$ cat src/hw/tsr_pkg.sv
// Purpose: constants for the switch tuning register bank
// Assumes: config space offsets are byte addresses, one dword each
// Notes:   field positions and reset values live here; the bench and checker repeat some as literals
package tsr_pkg;
  localparam logic [7:0]  TSR_OFS_TEST  = 8'h6C;
  localparam logic [7:0]  TSR_OFS_TIMER = 8'h70;
  localparam logic [7:0]  TSR_OFS_MODE  = 8'h74;
  localparam logic [31:0] TSR_RST_TEST  = 32'h04000800;
  localparam logic [31:0] TSR_RST_TIMER = 32'h80000000;
  localparam logic [31:0] TSR_RST_MODE  = 32'h00000102;
  localparam logic [31:0] TSR_SW_TEST   = 32'hFFFFFFFF;
  localparam logic [31:0] TSR_SW_TIMER  = 32'h7FFF1FFF;
  localparam logic [31:0] TSR_PL_TIMER  = 32'hFFFF7FFF;
  localparam logic [31:0] TSR_SW_MODE   = 32'h00003F7F;
  localparam logic [31:0] TSR_PL_MODE   = 32'h0000FFFF;
  localparam int          TSR_RPL_LSB   = 0;
  localparam int          TSR_RPL_W     = 12;
  localparam int          TSR_RPL_EN    = 12;
  localparam int          TSR_PMDIS     = 13;
  localparam int          TSR_MSIDIS    = 14;
  localparam int          TSR_ACK_LSB   = 16;
  localparam int          TSR_ACK_W     = 14;
  localparam int          TSR_ACK_EN    = 30;
  localparam int          TSR_VGA       = 31;
  localparam int          TSR_SF        = 0;
  localparam int          TSR_CT_LSB    = 1;
  localparam int          TSR_ARB       = 3;
  localparam int          TSR_CRD       = 4;
  localparam int          TSR_NPORT     = 6;
  localparam int          TSR_PW        = 3;
  localparam int          TSR_LENW      = 10;
  localparam int          TSR_NTYPE     = 3;
endpackage

$ cat src/hw/tsr_regs.sv
// Purpose: switch tuning registers and the controls they drive
// Assumes: config space access with byte enables; preload port from serial loaders
// Notes:   preload and software write in one cycle: preload wins per bit
`timescale 1ns/1ps
module tsr_regs
  import tsr_pkg::*;
(
  input  wire logic                  clk_sys,
  input  wire logic                  rst,
  input  wire logic                  port_upstream,
  input  wire logic                  cfg_wr,
  input  wire logic                  cfg_rd,
  input  wire logic [7:0]            cfg_addr,
  input  wire logic [3:0]            cfg_be,
  input  wire logic [31:0]           cfg_wdata,
  output logic      [31:0]           cfg_rdata,
  output logic                       cfg_rd_ack,
  input  wire logic                  pl_wr,
  input  wire logic [7:0]            pl_addr,
  input  wire logic [31:0]           pl_wdata,
  input  wire logic [TSR_RPL_W-1:0]  builtin_replay,
  input  wire logic [TSR_ACK_W-1:0]  builtin_ack,
  output logic      [TSR_RPL_W-1:0]  replay_timeout,
  output logic      [TSR_ACK_W-1:0]  ack_latency,
  output logic                       vga_decode_en,
  output logic                       pm_cap_disable,
  output logic                       msi_cap_disable,
  output logic      [31:0]           test_ctrl,
  input  wire logic [TSR_LENW-1:0]   pkt_len,
  input  wire logic                  slow_to_fast,
  output logic                       store_forward,
  output logic      [TSR_LENW-1:0]   fwd_start,
  input  wire logic [TSR_NPORT-1:0]  arb_req,
  input  wire logic [TSR_NPORT-1:0]  arb_credit_ok,
  input  wire logic                  arb_pkt_done,
  output logic      [TSR_PW-1:0]     arb_port,
  output logic                       arb_valid,
  output logic                       arb_send,
  input  wire logic                  credit_update,
  output logic      [TSR_NTYPE-1:0]  credit_release
);
  logic [31:0]          test_control_one;
  logic [31:0]          timer_reg;
  logic [31:0]          mode_reg;
  logic [31:0]          be_mask;
  logic                 sw_test;
  logic                 sw_timer;
  logic                 sw_mode;
  logic                 pl_test;
  logic                 pl_timer;
  logic                 pl_mode;
  logic [31:0]          next_test;
  logic [31:0]          next_timer;
  logic [31:0]          next_mode;
  logic [31:0]          rd_mux;
  logic [1:0]           ct_code;
  logic [TSR_LENW-1:0]  mid;
  logic [TSR_LENW-1:0]  next_fwd;
  logic [TSR_NTYPE-1:0] type_ptr;

  // Byte enables widened to a bit mask
  always_comb begin
    for (int b = 0; b < 4; b++) begin
      be_mask[b*8 +: 8] = {8{cfg_be[b]}};
    end
  end

  // The mode register decodes only on the upstream port
  assign sw_test  = cfg_wr && cfg_addr == TSR_OFS_TEST;
  assign sw_timer = cfg_wr && cfg_addr == TSR_OFS_TIMER;
  assign sw_mode  = cfg_wr && cfg_addr == TSR_OFS_MODE && port_upstream;
  assign pl_test  = pl_wr && pl_addr == TSR_OFS_TEST;
  assign pl_timer = pl_wr && pl_addr == TSR_OFS_TIMER;
  assign pl_mode  = pl_wr && pl_addr == TSR_OFS_MODE && port_upstream;

  always_comb begin
    next_test = test_control_one;
    if (sw_test) begin
      next_test = (next_test & ~(be_mask & TSR_SW_TEST))
                  | (cfg_wdata & be_mask & TSR_SW_TEST);
    end
    if (pl_test) begin
      next_test = pl_wdata;
    end
  end

  always_comb begin
    next_timer = timer_reg;
    // Read-only bits and reserved bit 15 stay out of the software mask
    if (sw_timer) begin
      next_timer = (next_timer & ~(be_mask & TSR_SW_TIMER))
                   | (cfg_wdata & be_mask & TSR_SW_TIMER);
    end
    // Loaders may also seed the read-only capability and decode bits
    if (pl_timer) begin
      next_timer = (next_timer & ~TSR_PL_TIMER)
                   | (pl_wdata & TSR_PL_TIMER);
    end
  end

  always_comb begin
    next_mode = mode_reg;
    if (sw_mode) begin
      next_mode = (next_mode & ~(be_mask & TSR_SW_MODE))
                  | (cfg_wdata & be_mask & TSR_SW_MODE);
    end
    if (pl_mode) begin
      next_mode = (next_mode & ~TSR_PL_MODE)
                  | (pl_wdata & TSR_PL_MODE);
    end
  end

  always_ff @(posedge clk_sys) begin
    if (rst) begin
      test_control_one <= TSR_RST_TEST;
    end else begin
      test_control_one <= next_test;
    end
  end

  always_ff @(posedge clk_sys) begin
    if (rst) begin
      timer_reg <= TSR_RST_TIMER;
    end else begin
      timer_reg <= next_timer;
    end
  end

  always_ff @(posedge clk_sys) begin
    if (rst) begin
      mode_reg <= TSR_RST_MODE;
    end else begin
      mode_reg <= next_mode;
    end
  end

  // Unmapped offsets read as zero; other blocks own them
  always_comb begin
    rd_mux = '0;
    unique case (cfg_addr)
      TSR_OFS_TEST:  rd_mux = test_control_one;
      TSR_OFS_TIMER: rd_mux = timer_reg;
      TSR_OFS_MODE:  rd_mux = port_upstream ? mode_reg : '0;
      default:       rd_mux = '0;
    endcase
  end

  always_ff @(posedge clk_sys) begin
    if (rst) begin
      cfg_rdata  <= '0;
      cfg_rd_ack <= 1'b0;
    end else begin
      cfg_rd_ack <= cfg_rd;
      if (cfg_rd) begin
        cfg_rdata <= rd_mux;
      end
    end
  end

  // Effective link timers; a one-cycle lag keeps them glitch free
  always_ff @(posedge clk_sys) begin
    if (rst) begin
      replay_timeout <= '0;
      ack_latency    <= '0;
    end else begin
      replay_timeout <= timer_reg[TSR_RPL_EN]
                        ? timer_reg[TSR_RPL_LSB +: TSR_RPL_W]
                        : builtin_replay;
      ack_latency    <= timer_reg[TSR_ACK_EN]
                        ? timer_reg[TSR_ACK_LSB +: TSR_ACK_W]
                        : builtin_ack;
    end
  end

  always_ff @(posedge clk_sys) begin
    if (rst) begin
      vga_decode_en   <= 1'b1;
      pm_cap_disable  <= 1'b0;
      msi_cap_disable <= 1'b0;
      test_ctrl       <= TSR_RST_TEST;
    end else begin
      vga_decode_en   <= timer_reg[TSR_VGA];
      pm_cap_disable  <= timer_reg[TSR_PMDIS];
      msi_cap_disable <= timer_reg[TSR_MSIDIS];
      test_ctrl       <= test_control_one;
    end
  end

  // Forwarding start point in cycles of the received packet
  assign ct_code = mode_reg[TSR_CT_LSB +: 2];
  assign mid     = pkt_len >> 1;

  always_comb begin
    next_fwd = mid;
    if (mode_reg[TSR_SF]) begin
      next_fwd = pkt_len;
    end else if (slow_to_fast) begin
      // Clamp at zero so short packets never wrap
      next_fwd = (mid > TSR_LENW'(ct_code))
                 ? mid - TSR_LENW'(ct_code) : '0;
    end
  end

  always_ff @(posedge clk_sys) begin
    if (rst) begin
      store_forward <= 1'b0;
      fwd_start     <= '0;
    end else begin
      store_forward <= mode_reg[TSR_SF];
      fwd_start     <= next_fwd;
    end
  end

  tsr_rr_arb u_arb (
    .clk_sys   (clk_sys),
    .rst       (rst),
    .sticky    (mode_reg[TSR_ARB]),
    .req       (arb_req),
    .credit_ok (arb_credit_ok),
    .pkt_done  (arb_pkt_done),
    .gnt_port  (arb_port),
    .gnt_valid (arb_valid),
    .gnt_send  (arb_send)
  );

  // Type-oriented mode walks posted, non-posted, completion in turn
  always_ff @(posedge clk_sys) begin
    if (rst) begin
      type_ptr <= TSR_NTYPE'(1);
    end else if (credit_update && !mode_reg[TSR_CRD]) begin
      type_ptr <= {type_ptr[TSR_NTYPE-2:0], type_ptr[TSR_NTYPE-1]};
    end
  end

  always_ff @(posedge clk_sys) begin
    if (rst) begin
      credit_release <= '0;
    end else if (credit_update) begin
      credit_release <= mode_reg[TSR_CRD] ? {TSR_NTYPE{1'b1}} : type_ptr;
    end else begin
      credit_release <= '0;
    end
  end
endmodule // tsr_regs

$ cat src/hw/tsr_rr_arb.sv
// Purpose: round-robin port arbiter with selectable credit policy
// Assumes: req and credit_ok are per-port levels; pkt_done ends a grant
// Notes:   sticky mode can stall on a port that lacks credit
`timescale 1ns/1ps
module tsr_rr_arb
  import tsr_pkg::*;
(
  input  wire logic                 clk_sys,
  input  wire logic                 rst,
  input  wire logic                 sticky,
  input  wire logic [TSR_NPORT-1:0] req,
  input  wire logic [TSR_NPORT-1:0] credit_ok,
  input  wire logic                 pkt_done,
  output logic      [TSR_PW-1:0]    gnt_port,
  output logic                      gnt_valid,
  output logic                      gnt_send
);
  logic [TSR_PW-1:0] next_port;
  logic              next_valid;
  logic              found;
  logic [TSR_PW-1:0] cand;
  logic              hold;

  always_comb begin
    found = 1'b0;
    cand  = gnt_port;
    for (int k = 1; k <= TSR_NPORT; k++) begin
      if (!found) begin
        cand = TSR_PW'((int'(gnt_port) + k) % TSR_NPORT);
        if (req[cand] && credit_ok[cand]) begin
          found = 1'b1;
        end
      end
    end
  end

  always_comb begin
    // Sticky keeps a pending port whatever its credit
    hold = gnt_valid && req[gnt_port] && !pkt_done
           && (sticky || credit_ok[gnt_port]);
    next_port  = gnt_port;
    next_valid = 1'b0;
    if (hold) begin
      next_valid = 1'b1;
    end else if (found) begin
      next_port  = cand;
      next_valid = 1'b1;
    end
  end

  always_ff @(posedge clk_sys) begin
    if (rst) begin
      gnt_port  <= '0;
      gnt_valid <= 1'b0;
    end else begin
      gnt_port  <= next_port;
      gnt_valid <= next_valid;
    end
  end

  // Data only moves when the granted port also has credit
  assign gnt_send = gnt_valid && credit_ok[gnt_port];
endmodule // tsr_rr_arb

$ cat config.mk
export PLATFORM = sky130hd
export DESIGN_NAME = tsr_regs
export DESIGN_NICKNAME = d
export VERILOG_FILES = /design/src/hw/tsr_pkg.sv /design/src/hw/tsr_regs.sv /design/src/hw/tsr_rr_arb.sv
export SDC_FILE = /design/constraint.sdc
export NUM_CORES = 1
export LEC_CHECK = 0
export ABC_AREA = 0
export BUFFER_PORTS_ARGS = -buffer_cell sky130_fd_sc_hd__buf_2
export CAP_MARGIN = 20
export CORE_ASPECT_RATIO = 0.9
export CORE_MARGIN = 2
export CORE_UTILIZATION = 45
export DETAILED_ROUTE_END_ITERATION = 8
export GPL_TIMING_DRIVEN = 0
export PLACE_DENSITY = 0.73
export SYNTH_ARGS = -nofsm -noshare
export SYNTH_HDL_FRONTEND = slang
export SYNTH_HIERARCHICAL = 1
export SYNTH_SLANG_ARGS = --single-unit
$ cat constraint.sdc
create_clock -name clk_sys -period 9.2 [get_ports clk_sys]
set_clock_uncertainty 0.15 [all_clocks]
set_input_delay 0.46 -clock clk_sys [delete_from_list [all_inputs] [get_ports clk_sys]]
set_output_delay 0.46 -clock clk_sys [all_outputs]
set_load 0.005 [all_outputs]
==> impl_metrics.json <==
{
  "outcome": "finished clean",
  "slew_violations": 0,
  "synth-simple-area-share_pct": 20.3,
  "hold_viol": 0,
  "final_area_mm2": 0.0114,
  "holdPathStages": 3,
  "min_period_ps": 3850,
  "synth_xor_xnor_area_share_pct": 1.12,
  "syn_inst": 1010,
  "synth.distinct_cells": 83,
  "dr.pass1.iters": 6,
  "worstHoldPathType": "input pin to flip-flop",
  "drc": 0,
  "p_per_area_mw_per_mm2": 199,
  "cp_num_buf_inv": 3,
  "clock_sinks": 194,
  "die_h_um": 140,
  "yosysSeqAreaShare_pct": 42.3,
  "cts-resized-gates": 0,
  "synth_top_family_by_area": "simple AND/OR/NAND/NOR gates",
  "cts_tree": "yes",
  "cap_violations": 0,
  "routedWlPerCell_um": 19.9,
  "hold_start": "pkt_len[0]",
  "final_common_cell": "buf_2",
  "cts_root_buffer": "clkbuf_16",
  "synth.top_cells.by_area": "dfxtp_1, mux2i_1, nor2_1",
  "track_usage_pct": 27.8,
  "path_max_fanout": 12,
  "syn-cell-area_mm2": 0.00918,
  "critPathMaxStageDelay_ps": 620,
  "row_count": 49,
  "ys_ff_latch": 194,
  "yosysWarnings": 6,
  "dp_slack_ps": 5390,
  "drt-initial-drc-count": 771,
  "vias": 8951,
  "cts_made_buffers": 17,
  "worst_pin_slew_ps": 1030,
  "syn_avg_cell_area_um2": 9.09,
  "ff2ff_path_depth": 14,
  "timing.rr.end": "u_arb/gnt_port[1]$_SDFFE_PP0P_",
  "p_leak_nw": 4.86,
  "clk_pin_slew_ps": 70,
  "post_cts_buffers": 0,
  "timing.slew.headroom_pct": 31.2,
  "setup_viol": 0,
  "rsz0062_at_grt": "false",
  "synth_top_area_cell": "dfxtp_1",
  "instances_no_fill": 1555,
  "routabilityCongestion": 0.936,
  "synth-compound-area-share_pct": 19.2,
  "crit_required_ps": 9350,
  "crit_path_cell_trace": "inv_1 -> ha_1 -> buf_2 -> a21oi_2 -> inv_1 -> ha_1 -> nand2b_1 -> o21ai_0 -> o211ai_1 -> a21bo_4 -> a211oi_4 -> a31oi_2 -> o21bai_1 -> a31oi_1",
  "synthMuxAreaShare_pct": 9.96,
  "synth_fa_ha_area_share_pct": 1.85,
  "dp_hpwl_um": 23100,
  "antenna_left": 0,
  "r2r-start": "u_arb/gnt_port[1]$_SDFFE_PP0P_",
  "worst_setup_path_end_kind": "flip-flop",
  "drive_above_1_share_pct": 25.7,
  "grt_max_degree": 17,
  "cp_slowest_cell": "dfxtp_1",
  "nFillCells": 1856,
  "clk_path_buf_depth": 2,
  "period_share_pct": 41.9,
  "pin_count": 254,
  "dieArea_mm2": 0.0216,
  "min_to": "fwd_start[0]$_SDFF_PP0_",
  "grt_pass1_vias": 8378,
  "clk-insertion-delay-late_ps": 440,
  "synth-edff-count": 0,
  "cts_max_level": 4,
  "timing.final.ws_setup_ps": 5350,
  "port_buffers": 252,
  "viasPerCell": 5.76,
  "coreArea_mm2": 0.0200,
  "fmax_ghz": 0.259,
  "antenna_found_initial": 7,
  "nets": 1435,
  "worstPathArrival_ps": 4010,
  "final_cell_mix": "buf_2, dfxtp_1, nor2_1",
  "cp-start-kind": "flip-flop",
  "areaGrowthSynthToFinish_pct": 24.2,
  "dp_cells": 1517,
  "tns_ps": 0,
  "utilization_pct": 57.0,
  "synth_top_area_share_pct": 42.3,
  "regToRegSetupSlack_ps": 5350,
  "hold_buffers": 0,
  "syn_nets": 1164,
  "drt-total-wl_um": 30900,
  "grt_pass1_wl_um": 46400,
  "die_w_um": 155,
  "worstSetupPathType": "flip-flop to flip-flop",
  "placed_cell_area_mm2": 0.0108,
  "async_reset_ff_share_pct": 0,
  "grt-ovfl-total": 0,
  "crit_family": "compound AO/OA/AOI/OAI gates",
  "start_util_pct": 45.9,
  "max-vdd-ir-drop_uv": 119,
  "synth_top_flop_cell": "dfxtp_1"
}
## worst max path at each step
stage                                               from                              to  slack [ps]  cells past startpoint
after floorplan           u_arb/gnt_port[1]$_SDFFE_PP0P_  u_arb/gnt_port[2]$_SDFFE_PP0P_        5970                     14
after global routing      u_arb/gnt_port[1]$_SDFFE_PP0P_  u_arb/gnt_port[1]$_SDFFE_PP0P_        5060                     14
after global placement    u_arb/gnt_port[1]$_SDFFE_PP0P_  u_arb/gnt_port[2]$_SDFFE_PP0P_        5450                     14
after detailed placement  u_arb/gnt_port[1]$_SDFFE_PP0P_  u_arb/gnt_port[2]$_SDFFE_PP0P_        5390                     14
after CTS                 u_arb/gnt_port[1]$_SDFFE_PP0P_  u_arb/gnt_port[1]$_SDFFE_PP0P_        5380                     14
final                     u_arb/gnt_port[1]$_SDFFE_PP0P_  u_arb/gnt_port[1]$_SDFFE_PP0P_        5350                     14
## worst min-delay path, cell delays in order
cell and delay (ps):
buf_2 80, nand2_1 30, o21ai_0 70
## cell usage after synthesis, types with 3 or more instances
master,number
nor2_1,111
nor4_4,5
a211o_1,3
mux2i_1,85
or2_2,3
ha_1,12
nor2b_1,27
and4_1,3
buf_2,6
nor4bb_1,3
buf_6,4
nand2b_1,4
o31a_1,3
a31oi_1,6
and3b_1,18
xnor2_1,6
nand2_1,69
dfxtp_1,194
nor4_1,7
a221oi_1,20
a22o_1,12
a41oi_1,3
nand4_1,10
a211oi_1,52
inv_1,46
nor4b_1,3
o21ai_0,79
nor3_1,9
o211ai_1,4
a22oi_1,20
clkbuf_1,51
and2_1,5
o21a_1,7
nand3b_1,4
nand3_1,32
a21oi_1,23
or4_1,3
## kinds of logic after synthesis
| group | Yosys count |
|---|---|
| and+or+nand+nor | 340 |
| AOI/OAI and AO/OA | 253 |
| DFF | 194 |
| buffers and inverters | 112 |
| muxes | 88 |
| adders and majority gates | 13 |
| xor gates and xnor gates | 10 |
## metal layers
metal  share of wire [%]  track usage, %  wire (um)  up-vias
met1                  43            38.6      13400     4204
met2                  44            42.1      13600      481
met3                 9.2            6.42       2850       73
met5                   0               0          0        -
met4                 3.2            10.7        989        0
li1                    -               -          -     4193
## report_power, final
group / total [mW] / switching [mW] / leakage (nW) / internal, mW
sequential: 0.879 / 0.0196 / 1.57 / 0.859
combinational: 0.591 / 0.341 / 2.99 / 0.250
clock: 0.802 / 0.339 / 0.300 / 0.463
## metrics by stage
step                hold WS (ps)  power (mW)
finish                      95.7        2.27
global placement             279        1.47
floorplan                    281        1.31
global route                97.3        2.37
detailed placement           286        1.48
CTS                         78.8        2.27
## layout make-up
cell class                      instances  area [um^2]  area share [%]
Multi-Input combinational cell        704         4820            42.2
Sequential cell                       194         3880            34.1
Timing Repair Buffer                  252         1260            11.1
Clock buffer                           19          443            3.88
Tap cell                              255          319            2.80
Buffer                                 66          309            2.71
Clock inverter                         12          180            1.58
Inverter                               46          173            1.51
Antenna cell                            7         17.5           0.154
Note: power is estimated with default switching activity, not from simulation.
